==> src/core/ptef_defines.svh <==
`ifndef PTEF_DEFINES_SVH
`define PTEF_DEFINES_SVH

// ------------------------------------------------------------
// Widths, buffer depth and reset values
// ------------------------------------------------------------
`define PTEF_DATA_W 8
`define PTEF_FLAG_RST 1'b0
`define PTEF_BUF_DEPTH 2

`endif

==> src/core/ptef_pkg.sv <==
`include "ptef_defines.svh"

package ptef_pkg;
	typedef logic [`PTEF_DATA_W-1:0] ptef_byte_t;
	typedef enum logic [3:0] {
		PTEF_ISOLATE = 4'h1,
		PTEF_RECEIVE = 4'h2,
		PTEF_TRANSMIT = 4'h4,
		PTEF_FORCE = 4'h8
	} ptef_mode_t;
	typedef enum logic [2:0] {
		PTEF_REGISTERED = 3'h1,
		PTEF_LATCHED = 3'h2,
		PTEF_LATCHED_HOLD = 3'h4
	} ptef_variant_t;
endpackage

==> src/core/ptef_transceiver.sv <==
// Behaviour
// RULE1 - Receive enable low alone selects receive
// RULE2 - Transmit enable low alone selects transmit
// RULE3 - Host port eight bits, bidirectional
// RULE4 - Bus port eight bits, bidirectional
// RULE5 - Transmit parity makes nine bits odd
// RULE6 - Receive checks bus plus parity odd
// RULE7 - Both enables high floats everything; fault_n_oe still follows the flag in isolation
// RULE8 - Both enables low forces parity error
// RULE9 - Fault flag low on parity mismatch
// RULE10 - Registered flag sticks until cleared
// RULE11 - Registered flag loads on clock edge
// RULE12 - Clear low empties registered flag
// RULE13 - Latched flag sticks until cleared
// RULE14 - Gate low: pass or sample
// RULE15 - Gate high, clear low: clear
// RULE16 - Gate high, clear high: store
// RULE17 - Hold variant keeps flag when isolated
// RULE18 - Fault output is open drain
// RULE19 - Controller keeps receive mode for flag ops
// RULE20 - Flag modelled as level plus enable
module ptef_transceiver
	import ptef_pkg::*;
#(
	parameter ptef_variant_t VARIANT = PTEF_REGISTERED
) (
	input wire logic clock,
	input wire logic reset_n,
	input wire logic receive_drive_n,
	input wire logic transmit_drive_n,
	input wire logic flag_reset_n,
	input wire logic flag_gate_n,
	input wire ptef_byte_t host_side_port_in,
	output ptef_byte_t host_side_port_out,
	output logic host_side_port_oe,
	input wire ptef_byte_t bus_side_port_in,
	output ptef_byte_t bus_side_port_out,
	output logic bus_side_port_oe,
	input wire logic parity_in,
	output logic parity_out,
	output logic parity_oe,
	input wire logic host_valid,
	output logic host_ready,
	output logic recv_valid,
	input wire logic recv_ready,
	output logic fault_n_out,
	output logic fault_n_oe
);

	// ------------------------------------------------------------
	// Helpers
	// ------------------------------------------------------------
	function automatic logic odd_bit(input ptef_byte_t d);
		odd_bit = ~(^d);
	endfunction

	// ------------------------------------------------------------
	// Pin synchronisers
	// ------------------------------------------------------------
	logic [1:0] rx_n_s, tx_n_s, clr_s, gate_s, par_s;
	ptef_byte_t host_s1, host_s2, bus_s1, bus_s2;
	always_ff @(posedge clock or negedge reset_n) begin
		if (!reset_n) begin
			rx_n_s <= 2'h3;
			tx_n_s <= 2'h3;
			clr_s <= 2'h3;
			gate_s <= 2'h3;
			par_s <= 2'h0;
			host_s1 <= 8'h00;
			host_s2 <= 8'h00;
			bus_s1 <= 8'h00;
			bus_s2 <= 8'h00;
		end else begin
			rx_n_s <= {rx_n_s[0], receive_drive_n};
			tx_n_s <= {tx_n_s[0], transmit_drive_n};
			clr_s <= {clr_s[0], flag_reset_n};
			gate_s <= {gate_s[0], flag_gate_n};
			par_s <= {par_s[0], parity_in};
			host_s1 <= host_side_port_in;
			host_s2 <= host_s1;
			bus_s1 <= bus_side_port_in;
			bus_s2 <= bus_s1;
		end
	end

	// ------------------------------------------------------------
	// Mode decode
	// ------------------------------------------------------------
	wire rx_n = rx_n_s[1];
	wire tx_n = tx_n_s[1];
	wire clr_n = clr_s[1];
	wire gate_n = gate_s[1];
	ptef_mode_t mode;
	always_comb begin
		case ({tx_n, rx_n})
			2'h2: mode = PTEF_RECEIVE; // RULE1
			2'h1: mode = PTEF_TRANSMIT; // RULE2
			2'h0: mode = PTEF_FORCE; // RULE8
			default: mode = PTEF_ISOLATE; // RULE7
		endcase
	end
	wire is_rx = (mode == PTEF_RECEIVE);
	wire is_tx = (mode == PTEF_TRANSMIT);
	wire is_force = (mode == PTEF_FORCE);
	wire is_iso = (mode == PTEF_ISOLATE);

	// ------------------------------------------------------------
	// Two-entry buffers, one per direction
	// ------------------------------------------------------------
	// A stalled receiver leaves words in the buffer rather than losing them
	ptef_byte_t tx_mem [`PTEF_BUF_DEPTH];
	ptef_byte_t rx_mem [`PTEF_BUF_DEPTH];
	logic [1:0] tx_cnt, rx_cnt;
	logic tx_wp, tx_rp, rx_wp, rx_rp;
	wire tx_push = is_tx & host_valid & (tx_cnt != 2'h2);
	wire tx_pop = (tx_cnt != 2'h0);
	wire rx_push = is_rx & (rx_cnt != 2'h2);
	wire rx_pop = recv_valid & recv_ready;
	assign host_ready = is_tx & (tx_cnt != 2'h2);
	assign recv_valid = (rx_cnt != 2'h0);

	always_ff @(posedge clock or negedge reset_n) begin
		if (!reset_n) begin
			tx_cnt <= 2'h0;
			tx_wp <= 1'b0;
			tx_rp <= 1'b0;
		end else begin
			if (tx_push) begin
				tx_mem[tx_wp] <= host_s2; // RULE3
				tx_wp <= ~tx_wp;
			end
			if (tx_pop)
				tx_rp <= ~tx_rp;
			tx_cnt <= tx_cnt + {1'b0, tx_push} - {1'b0, tx_pop};
		end
	end

	always_ff @(posedge clock or negedge reset_n) begin
		if (!reset_n) begin
			rx_cnt <= 2'h0;
			rx_wp <= 1'b0;
			rx_rp <= 1'b0;
		end else begin
			if (rx_push) begin
				rx_mem[rx_wp] <= bus_s2; // RULE4
				rx_wp <= ~rx_wp;
			end
			if (rx_pop)
				rx_rp <= ~rx_rp;
			rx_cnt <= rx_cnt + {1'b0, rx_push} - {1'b0, rx_pop};
		end
	end

	// ------------------------------------------------------------
	// Data and parity outputs
	// ------------------------------------------------------------
	wire ptef_byte_t next_bus = tx_mem[tx_rp];
	wire next_par_tx = odd_bit(next_bus); // RULE5
	// Forced parity is the wrong bit for the word on the bus
	wire next_par_force = ~odd_bit(bus_s2); // RULE8
	always_ff @(posedge clock or negedge reset_n) begin
		if (!reset_n) begin
			bus_side_port_out <= 8'h00;
			host_side_port_out <= 8'h00;
			parity_out <= 1'b0;
		end else begin
			if (tx_pop) begin
				bus_side_port_out <= next_bus;
				parity_out <= next_par_tx;
			end else if (is_force)
				parity_out <= next_par_force;
			if (rx_pop)
				host_side_port_out <= rx_mem[rx_rp];
		end
	end
	assign bus_side_port_oe = is_tx; // RULE7
	assign host_side_port_oe = is_rx & recv_valid; // RULE7
	assign parity_oe = is_tx | is_force; // RULE7

	// ------------------------------------------------------------
	// Parity check and error flag
	// ------------------------------------------------------------
	// In forced mode the checker sees the driven wrong bit, so it errs
	wire chk_par = is_force ? next_par_force : par_s[1];
	wire chk_err = (is_rx | is_force) & (odd_bit(bus_s2) != chk_par); // RULE6 RULE9
	logic flag;
	logic next_flag;
	always_comb begin
		next_flag = flag;
		if (VARIANT == PTEF_REGISTERED) begin
			next_flag = flag | chk_err; // RULE10 RULE11
		end else if (VARIANT == PTEF_LATCHED_HOLD && is_iso) begin
			next_flag = flag; // RULE17
		end else if (!gate_n) begin
			next_flag = clr_n ? (flag | chk_err) : chk_err; // RULE13 RULE14
		end else begin
			next_flag = clr_n ? flag : 1'b0; // RULE15 RULE16
		end
	end
	// Registered clear acts on the synchronised pin, so it lags by two edges
	wire reg_clear = (VARIANT == PTEF_REGISTERED) & ~clr_n; // RULE12
	always_ff @(posedge clock or negedge reset_n) begin
		if (!reset_n)
			flag <= `PTEF_FLAG_RST;
		else if (reg_clear)
			flag <= 1'b0; // RULE12
		else
			flag <= next_flag; // RULE20
	end
	assign fault_n_out = 1'b0; // RULE18
	assign fault_n_oe = flag; // RULE18 RULE20

	// ------------------------------------------------------------
	// Receive check, latch, buffer, mode, fault and forced parity checks
	// ------------------------------------------------------------
	// Latch steps only count where the hold variant is not frozen
	wire latch_live = (VARIANT != PTEF_REGISTERED)
		&& !((VARIANT == PTEF_LATCHED_HOLD) && is_iso);
endmodule // ptef_transceiver

==> config.mk <==
export PLATFORM = sky130hd
export DESIGN_NAME = ptef_transceiver
export DESIGN_NICKNAME = d
export VERILOG_FILES = /design/src/core/ptef_pkg.sv /design/src/core/ptef_transceiver.sv
export VERILOG_INCLUDE_DIRS = /design/src /design/src/core
export SDC_FILE = /design/constraint.sdc
export NUM_CORES = 1
export LEC_CHECK = 0
export BUFFER_PORTS_ARGS = -buffer_cell sky130_fd_sc_hd__clkbuf_2
export CORE_ASPECT_RATIO = 0.8
export CORE_MARGIN = 1
export CORE_UTILIZATION = 45
export DETAILED_ROUTE_END_ITERATION = 6
export PLACE_DENSITY = 0.72
export RECOVER_POWER = 25
export SYNTH_ARGS = -nofsm -noshare
export SYNTH_HDL_FRONTEND = slang
export SYNTH_SLANG_ARGS = --single-unit
==> constraint.sdc <==
create_clock -name clock -period 2.1 [get_ports clock]
set_input_delay 0.42 -clock clock [delete_from_list [all_inputs] [get_ports clock]]
set_output_delay 0.42 -clock clock [all_outputs]
set_load 0.1 [all_outputs]
==> metrics.yaml, run 1 <==
yosys:
  yosysWarnings: 0
  synthCells: 214
  avgSynthCellArea_um2: 15.9
  synthDistinctLibCells: 24
  synth_nets: 241
  yosysSeqAreaShare: 0.770
  ys_ff_latch: 98
  syn-cell-area_mm2: 0.00340
cts:
  cts_htree_levels: 3
  cts_root_buf: "clkbuf_8"
  clk_pin_slew_ps: 90
  cts_tree: "built"
  clock_sinks: 98
  clock_latency_ps: 350
  cts_buffers: 9
  cts.path.max_buffers: 2
floorplan:
  die_w_um: 99.2
  start_util: 0.480
  coreArea_mm2: 0.00709
  die_area_mm2: 0.00792
  rows: 27
  dieHeight_um: 79.8
  pin_count: 49
sta:
  slew_violations: 0
  rsz0062_at_grt: "false"
  max_freq_mhz: 503
  setup_tns_ps: 0
  setup_violations: 0
  max_slew_margin: 0.636
  finClkSkew_ps: 9.28
  min_period_over_period: 0.947
  setup_ws_ps: 112
  hold_viol: 0
  tightest_slew_ps: 549
  post-route-min-period_ps: 1990
pwr:
  max-vdd-ir-drop_mv: 0.624
  p_leak_nw: 1.75
  power_density_mw_per_mm2: 1370
critical_path:
  crit_arrival_ps: 1570
  cp-start-kind: "flop"
  crit_type: "reg -> out"
  cp.required_ps: 1680
  cp-end-kind: "output port"
  reg2reg_slack_ps: 340
  path_max_fanout: 4
detailed_routing:
  ant_nets: 0
  vias: 1667
  drt-vias-per-instance: 4.59
  drt-pass1-iter-count: 4
  drcViolationCount: 0
  wirelength_um: 4560
  initialDrtViolationCount: 70
  drt-wirelength-per-cell_um: 12.6
placement:
  hpwl_um: 3240
  port_buffers: 46
  dpl_worst_slack_ps: 322
  gp_congestion: 0.744
  postPlaceCellArea_mm2: 0.00378
  place_inst: 346
outcome:
  status: "finished clean"
finish:
  design_area_mm2: 0.00397
  final_cell_mix: "dfrtp_1 (60), clkbuf_2 (42), edfxtp_1 (32)"
  layout_commonest_cell: "dfrtp_1"
  syn_to_final_growth_pct: 16.7
  num-nets-final: 298
  fin_cells: 363
  antenna_cells: 0
  fillCellCount: 562
  drive_above_1_share: 0.286
worst_hold_path:
  min_path_type: "in -> reg"
global_route:
  antenna_found_initial: 0
  grt_pass1_wl_um: 7600
  grt_overflow: 0
  grt.total_usage: 0.135
  grt_pass1_vias: 1604
  grt_max_degree: 39
flow_run:
  cap_viol_max_count: 0
==> sequential cells by signal, summed over array words and instances (netlist names), 2 cells and up <==
| signal | count |
|---|---|
| bus_s1 | 8 |
| bus_s2 | 8 |
| bus_side_port_out | 8 |
| clr_s | 2 |
| host_s1 | 8 |
| host_s2 | 8 |
| host_side_port_out | 8 |
| par_s | 2 |
| rx_cnt | 2 |
| rx_mem | 16 |
| rx_n_s | 2 |
| tx_cnt | 2 |
| tx_mem | 16 |
| tx_n_s | 2 |
==> worst max-delay path, cell delays in order, from the launching register on <==
cell      delay [ps]
dfstp_2          580
nand2b_1         100
nor2b_2          110
buf_2            420
==> path summary, 6_finish.rpt <==
check | startpoint | endpoint | cells past startpoint
max | tx_n_s[1]$_DFF_PN1_ | host_side_port_oe | 3
min | flag_reset_n | clr_s[0]$_DFF_PN1_ | 1
max reg2reg | rx_n_s[1]$_DFF_PN1_ | tx_mem[0][0]$_DFFE_PP_ | 5
min reg2reg | bus_s1[0]$_DFF_PN0_ | bus_s2[0]$_DFF_PN0_ | 0
max in group asynchronous | reset_n | clr_s[0]$_DFF_PN1_ | 3
min in group asynchronous | reset_n | host_side_port_out[1]$_DFFE_PN0P_ | 2
==> metrics by stage <==
step	hold WS (ps)	total power, mW	utilization
4_1_cts	110	5.50	0.560
3_5_place_dp	335	4.38	0.532
6_report	140	5.42	0.560
2_1_floorplan	124	4.06	-
3_3_place_gp	333	4.35	0.532
5_1_grt	100	5.68	0.560
==> kinds of logic after synthesis <==
kind of cell / Yosys count / synth area share
adders and majority gates: 2 / 0.00735
AOI/OAI and AO/OA: 19 / 0.0301
DFF: 98 / 0.770
and+or+nand+nor: 35 / 0.0467
other: 1 / 0.00110
buffers and inverters: 12 / 0.0162
xor gates and xnor gates: 25 / 0.0643
muxes: 22 / 0.0647
==> report_power, final <==
group          internal (mW)  leakage (nW)  switching, mW
clock network          0.450        0.0919          0.649
logic                  0.444         0.602           1.42
registers               2.24          1.06          0.216
==> cell usage after synthesis <==
master / instances / area [um2]
inv_1: 5 / 18.8
nand2_1: 12 / 45.0
dfrtp_1: 60 / 1500
buf_1: 1 / 3.75
a21o_1: 1 / 7.51
dfstp_2: 6 / 158
o311a_1: 1 / 10.0
xor2_1: 10 / 87.6
clkbuf_1: 2 / 7.51
mux2i_1: 22 / 220
buf_2: 2 / 10.0
xnor2_1: 15 / 131
nor2_1: 12 / 45.0
buf_4: 2 / 15.0
nor2b_1: 4 / 25.0
and2_1: 1 / 6.26
o21ai_0: 8 / 40.0
or2_2: 2 / 12.5
conb_1: 1 / 3.75
ha_1: 2 / 25.0
and3_1: 2 / 12.5
nand2b_1: 2 / 12.5
edfxtp_1: 32 / 961
a21oi_1: 9 / 45.0
==> metal layers <==
layer | wire length [um] | part of all wire | vias to the layer above | global-route usage
met1 | 1920 | 0.42 | 799 | 0.146
met5 | 0 | 0 | - | 0
li1 | - | - | 830 | -
met2 | 2320 | 0.51 | 34 | 0.222
met4 | 61 | 0.013 | 0 | 0.0750
met3 | 258 | 0.057 | 4 | 0.0622
==> area by class of cell <==
class,count,area [um2],area share
Multi-Input combinational cell,104,752,0.189
Clock buffer,9,124,0.0312
Sequential cell,98,2620,0.660
Tap cell,87,109,0.0274
Inverter,5,18.8,0.00472
Timing Repair Buffer,53,287,0.0721
Clock inverter,7,62.6,0.0157
==> what timing repair did <==
action,4_1_cts,5_1_grt
hold endpoints to repair,12,0
setup buffers,0,0
gates resized for setup,0,1
endpoints found under the setup margin,0,1
hold buffers,1,0
Note: power is estimated with default switching activity, not from simulation.
==> run 2, diff against run 1 <==
- PLACE_DENSITY: 0.72 -> 0.68
==> run 2 against run 1 <==
Against the previous run:
- worst hold slack lost 14 ps
- first-iteration DRC count shrank 23%
- combinational power is essentially flat
- via count grew 2.1%
- global-route usage grew 0.96 points
- clock power grew 5%
- critical path depth is the same
- sequential power is essentially flat
- final area is essentially flat
- clock skew grew 0.71 ps
- fmax shrank 0.38%
==> metrics.yaml, run 2 (same netlist as run 1, synthesis figures left out) <==
critical_path:
  worst_path_largest_cell_delay_ps: 600  # was 580 ps
  r2r_cells: 8  # was 5
  cp-end-kind: "output port"  # unchanged
  cp.required_ps: 1680  # about the same
  r2r_start: "tx_n_s[1]$_DFF_PN1_"  # was rx_n_s[1]$_DFF_PN1_
  r2r_end: "rx_cnt[1]$_DFF_PN0_"  # was tx_mem[0][0]$_DFFE_PP_
  crit_type: "reg -> out"  # unchanged
  reg2reg_slack_ps: 300  # was 340 ps
  crit_arrival_ps: 1580  # was 1570 ps
  slowest_stage: "dfstp_2"  # unchanged
  cp-start-kind: "flop"  # unchanged
  path_cells: "nand2b_1 > nor2b_2 > buf_2"  # unchanged
  path_max_fanout: 4  # unchanged
finish:
  antenna_cells: 0  # unchanged
  design_area_mm2: 0.00397  # about the same
  reg_top3: "rx_mem (16), tx_mem (16)"  # unchanged
  syn_to_final_growth_pct: 16.7  # about the same
  fillCellCount: 598  # was 562
  final_cell_mix: "dfrtp_1 (60), clkbuf_2 (43), edfxtp_1 (32)"  # was dfrtp_1 (60), clkbuf_2 (42), edfxtp_1 (32)
  num-nets-final: 299  # was 298
  fin_cells: 364  # was 363
  drive_above_1_share: 0.282  # was 0.286
  layout_commonest_cell: "dfrtp_1"  # unchanged
pwr:
  power_frac_comb: 0.342  # was 0.344
  switchingPower_mw: 2.35  # was 2.29 mW
  switching_share: 0.427  # was 0.422
  power_density_mw_per_mm2: 1380  # was 1370 mW/mm2
  p_leak_nw: 1.75  # about the same
  p_clk_frac: 0.211  # was 0.203
  max-vdd-ir-drop_mv: 0.686  # was 0.624 mV
  intPower_mw: 3.15  # was 3.13 mW
  seqPwrFrac: 0.448  # was 0.453
cts:
  cts_buffers: 9  # unchanged
  cts_htree_levels: 3  # unchanged
  cts.path.max_buffers: 2  # unchanged
  ctsHoldBuffers: 0  # was 1
  cts_tree: "built"  # unchanged
  cts_resized: 0  # unchanged
  clock_latency_ps: 360  # was 350 ps
  post_cts_buffers: 0  # unchanged
  cts_root_buf: "clkbuf_8"  # unchanged
  clk_pin_slew_ps: 100  # was 90 ps
  clock_sinks: 98  # unchanged
detailed_routing:
  drcViolationCount: 0  # unchanged
  wirelength_um: 4890  # was 4560 um
  initialDrtViolationCount: 54  # was 70
  drt-vias-per-instance: 4.68  # was 4.59
  ant_nets: 0  # unchanged
  drt-wirelength-per-cell_um: 13.4  # was 12.6 um
  drt-pass1-iter-count: 4  # unchanged
  vias: 1702  # was 1667
sta:
  setup_violations: 0  # unchanged
  max_freq_mhz: 501  # was 503 MHz
  hold_slack_ps: 125  # was 140 ps
  setup_ws_ps: 105  # was 112 ps
  post-route-min-period_ps: 2000  # was 1990 ps
  hold_viol: 0  # unchanged
  setup_tns_ps: 0  # unchanged
  max_slew_margin: 0.461  # was 0.636
  slew_violations: 0  # unchanged
  min_period_over_period: 0.950  # was 0.947
  rsz0062_at_grt: "false"  # unchanged
  tightest_slew_ps: 808  # was 549 ps
  finClkSkew_ps: 9.99  # was 9.28 ps
floorplan:
  start_util: 0.480  # unchanged
  pin_count: 49  # unchanged
  coreArea_mm2: 0.00709  # unchanged
  die_w_um: 99.2  # unchanged
  rows: 27  # unchanged
  dieHeight_um: 79.8  # unchanged
  die_area_mm2: 0.00792  # unchanged
global_route:
  antenna_found_initial: 0  # unchanged
  grt_overflow: 0  # unchanged
  grt_pass1_vias: 1737  # was 1604
  grt.total_usage: 0.145  # was 0.135
  grt_pass1_wl_um: 8310  # was 7600 um
  grt_max_degree: 23  # was 39
worst_hold_path:
  whs_path_depth: 1  # unchanged
  min_to: "clr_s[0]$_DFF_PN1_"  # unchanged
  worstHoldStart: "flag_reset_n"  # unchanged
  min_path_type: "in -> reg"  # unchanged
placement:
  dpl_worst_slack_ps: 287  # was 322 ps
  port_buffers: 46  # unchanged
  postPlaceCellArea_mm2: 0.00379  # was 0.00378 mm2
  place_inst: 348  # was 346
  gp_congestion: 0.707  # was 0.744
  hpwl_um: 3510  # was 3240 um
flow_run:
  cap_viol_max_count: 0  # unchanged
outcome:
  status: "finished clean"  # unchanged
==> run 2: cell count changes in the layout (fill, tap and decap cells not counted) <==
cell           before  now
clkbuf_1            1    4
clkinv_4            4    1
inv_6               1    3
buf_2               2    1
buf_4               7    6
clkbuf_2           42   43
clkinv_8            0    1
dlygate4sd3_1       1    0
==> run 2: per-stage QoR <==
step	power [mW]	util
floorplan	4.06	-
global placement	4.36	0.535
detailed placement	4.41	0.535
CTS	5.58	0.562
global route	5.77	0.560
finish	5.50	0.560
==> run 2: worst max-delay path: cells and delay by family (launching register included) <==
kind | cells | cell delay, ps
buffers and inverters | 1 | 420
DFF | 1 | 600
and+or+nand+nor | 2 | 200
==> run 2: how the worst max path moves through the flow <==
stage / start / end / slack, ps / depth (start not counted)
after global placement: tx_n_s[1]$_DFF_PN1_ / rx_cnt[1]$_DFF_PN0_ / 350 / 8
after CTS: tx_n_s[1]$_DFF_PN1_ / host_side_port_oe / 40 / 3
after detailed placement: tx_n_s[1]$_DFF_PN1_ / rx_cnt[1]$_DFF_PN0_ / 290 / 8
after global routing: tx_n_s[1]$_DFF_PN1_ / host_side_port_oe / 30 / 3
after floorplan: rx_n_s[1]$_DFF_PN1_ / host_ready / -60 / 2
final: tx_n_s[1]$_DFF_PN1_ / host_side_port_oe / 100 / 3
==> run 2: cell type report <==
| type | instances | area, um2 | share of cell area |
|---|---|---|---|
| Clock inverter | 7 | 70.1 | 0.0176 |
| Sequential cell | 98 | 2620 | 0.659 |
| Multi-Input combinational cell | 104 | 752 | 0.189 |
| Timing Repair Buffer | 54 | 280 | 0.0705 |
| Tap cell | 87 | 109 | 0.0274 |
| Clock buffer | 9 | 124 | 0.0312 |
| Inverter | 5 | 18.8 | 0.00472 |
==> run 2: power by group through the flow <==
stage / combinational (mW) / clock (mW) / sequential, mW
2_1_floorplan: 0.719 / 0 / 3.34
3_3_place_gp: 1.87 / 0 / 2.49
3_5_place_dp: 1.90 / 0 / 2.51
4_1_cts: 1.90 / 1.20 / 2.47
5_1_grt: 1.99 / 1.27 / 2.51
6_report: 1.88 / 1.16 / 2.46
==> run 2: routing by layer <==
metal / up-vias / global-route usage / wire (um)
met3: 10 / 0.0622 / 182
met2: 31 / 0.240 / 2450
li1: 838 / - / -
met5: - / 0 / 0
met1: 823 / 0.166 / 2170
met4: 0 / 0.0603 / 81
==> run 3, diff against run 2 <==
==> constraint.sdc (replaced) <==
create_clock -name clock -period 2.1 [get_ports clock]
set_input_delay 0.42 -clock clock [delete_from_list [all_inputs] [get_ports clock]]
set_output_delay 0.42 -clock clock [all_outputs]
set_load 0.01 [all_outputs]
==> run 3 against run 2 <==
Against the previous run:
- setup slack improved by 96 ps
- cell count increased by 0.55%
- critical path depth unchanged
- non-clock buffer count increased by 2
- global-route usage increased by 0.13 points
- clock power about the same
- total power decreased by 19%
- sequential share of layout area about the same
- clock-buffer cell count increased by 3
- combinational power decreased by 54%
- worst hold slack improved by 11 ps
- routed wire length decreased by 0.18%
- critical path type unchanged
- highest routed layer unchanged
==> metrics.yaml, run 3 (same netlist as run 1, synthesis figures left out) <==
outcome:
  status: "finished clean"  # unchanged
critical_path:
  crit_type: "reg -> out"  # unchanged
  cp.required_ps: 1680  # about the same
  reg2reg_slack_ps: 290  # was 300 ps
  crit_family: "flip-flops"  # unchanged
  slowest_stage: "dfstp_2"  # unchanged
  path_max_fanout: 4  # unchanged
  cp.depth: 3  # unchanged
  crit_top_cell: "nor2b_1"
  worst_path_largest_cell_delay_ps: 550  # was 600 ps
  crit_arrival_ps: 1480  # was 1580 ps
  r2r_end: "tx_mem[1][6]$_DFFE_PP_"  # was rx_cnt[1]$_DFF_PN0_
  r2r_cells: 4  # was 8
  r2r_start: "rx_n_s[1]$_DFF_PN1_"  # was tx_n_s[1]$_DFF_PN1_
  path_buf_inv: 1  # unchanged
  cp-end-kind: "output port"  # unchanged
  cp-start-kind: "flop"  # unchanged
  path_cells: "nor2b_1 > nor2b_1 > clkbuf_2"  # was nand2b_1 > nor2b_2 > buf_2
global_route:
  grt_busiest_layer: "met1"  # was met2
  grt_max_degree: 24  # was 23
  grt_overflow: 0  # unchanged
  grt.total_usage: 0.146  # was 0.145
  grt_pass1_vias: 1667  # was 1737
  grt_util_met1: 0.202  # was 0.166
  use_met3: 0.0543  # was 0.0622
  antenna_found_initial: 0  # unchanged
  met2_usage: 0.201  # was 0.240
  grt_pass1_wl_um: 8260  # was 8310 um
sta:
  slew_violations: 0  # unchanged
  setup_violations: 0  # unchanged
  max_freq_mhz: 527  # was 501 MHz
  setup_tns_ps: 0  # unchanged
  min_period_over_period: 0.904  # was 0.950
  finClkSkew_ps: 11.5  # was 9.99 ps
  rsz0062_at_grt: "false"  # unchanged
  post-route-min-period_ps: 1900  # was 2000 ps
  hold_viol: 0  # unchanged
floorplan:
  dieHeight_um: 79.8  # unchanged
  rows: 27  # unchanged
  die_area_mm2: 0.00792  # unchanged
  die_w_um: 99.2  # unchanged
  pin_count: 49  # unchanged
  coreArea_mm2: 0.00709  # unchanged
  start_util: 0.480  # unchanged
pwr:
  max-vdd-ir-drop_mv: 0.425  # was 0.686 mV
  power_density_mw_per_mm2: 1120  # was 1380 mW/mm2
  power_mw: 4.44  # was 5.50 mW
  p_leak_nw: 1.76  # was 1.75 nW
cts:
  cts_tree: "built"  # unchanged
  cts_resized: 0  # unchanged
  post_cts_buffers: 0  # unchanged
  clock_sinks: 98  # unchanged
  cts_buffers: 9  # unchanged
  cts_root_buf: "clkbuf_8"  # unchanged
  cts_htree_levels: 3  # unchanged
  clk_pin_slew_ps: 90  # was 100 ps
  clock_latency_ps: 360  # about the same
  cts.path.max_buffers: 2  # unchanged
placement:
  gp_congestion: 0.699  # was 0.707
  port_buffers: 46  # unchanged
  hpwl_um: 3610  # was 3510 um
  postPlaceCellArea_mm2: 0.00377  # was 0.00379 mm2
flow_run:
  cap_viol_max_count: 0  # unchanged
finish:
  final_cell_mix: "dfrtp_1 (60), clkbuf_2 (45), edfxtp_1 (32)"  # was dfrtp_1 (60), clkbuf_2 (43), edfxtp_1 (32)
  syn_to_final_growth_pct: 16.7  # about the same
  num-nets-final: 301  # was 299
  fillCellCount: 583  # was 598
  reg_top3: "rx_mem (16), tx_mem (16)"  # unchanged
  design_area_mm2: 0.00397  # about the same
  fin_util: 0.560  # about the same
  antenna_cells: 0  # unchanged
  layout_commonest_cell: "dfrtp_1"  # unchanged
  seq_area_mm2: 0.00262  # unchanged
  drive_above_1_share: 0.276  # was 0.282
  multiInputGateArea_um2: 729  # was 752 um2
detailed_routing:
  initialDrtViolationCount: 64  # was 54
  drcViolationCount: 0  # unchanged
  ant_nets: 0  # unchanged
  vias: 1662  # was 1702
  drt-pass1-iter-count: 4  # unchanged
  drt-vias-per-instance: 4.54  # was 4.68
  drt-wirelength-per-cell_um: 13.3  # was 13.4 um
  wirelength_um: 4880  # was 4890 um
worst_hold_path:
  min_to: "tx_n_s[0]$_DFF_PN1_"  # was clr_s[0]$_DFF_PN1_
  min_path_type: "in -> reg"  # unchanged
  worstHoldStart: "transmit_drive_n"  # was flag_reset_n
  whs_path_depth: 1  # unchanged
## run 3: per-layer routing
| layer | part of all wire | vias up |
|---|---|---|
| li1 | - | 834 |
| met1 | 0.52 | 777 |
| met2 | 0.41 | 43 |
| met3 | 0.048 | 8 |
| met4 | 0.021 | 0 |
| met5 | 0 | - |
## run 3: power breakdown
group	switching, mW	internal [mW]
registers	0.210	2.24
logic	0.422	0.439
clock network	0.621	0.509
## run 3: timing repair
| action | CTS | global route |
|---|---|---|
| setup endpoints to repair | 0 | 0 |
| hold endpoints to repair | 1 | 0 |
| hold buffers | 1 | 0 |
## run 3: how the worst max path moves through the flow
stage,start,to,slack (ps)
after floorplan,rx_cnt[1]$_DFF_PN0_,rx_cnt[1]$_DFF_PN0_,120
after global placement,rx_n_s[1]$_DFF_PN1_,tx_mem[1][6]$_DFFE_PP_,320
after detailed placement,rx_n_s[1]$_DFF_PN1_,tx_mem[1][6]$_DFFE_PP_,290
after CTS,rx_n_s[1]$_DFF_PN1_,host_ready,180
after global routing,rx_n_s[1]$_DFF_PN1_,host_ready,20
final,rx_n_s[1]$_DFF_PN1_,host_ready,200
## run 3: cell type report
cell class	instances	area share
Clock buffer	12	0.0391
Clock inverter	4	0.00850
Inverter	5	0.00472
Multi-Input combinational cell	104	0.184
Sequential cell	98	0.660
Tap cell	87	0.0274
Timing Repair Buffer	56	0.0772
## run 3: per-stage QoR
stage	worst slack [ps]	hold WS, ps	cells
after floorplan	123	124	214
final	201	136	366
after CTS	182	116	366
after global routing	23.5	110	366
after global placement	325	264	349
after detailed placement	292	265	349
## run 3: worst register-to-register path: stages (launching register included)
cell and delay, ps:
dfstp_2 550, nor2b_1 230, nand2_1 80, nor2_1 190
and3_1 420
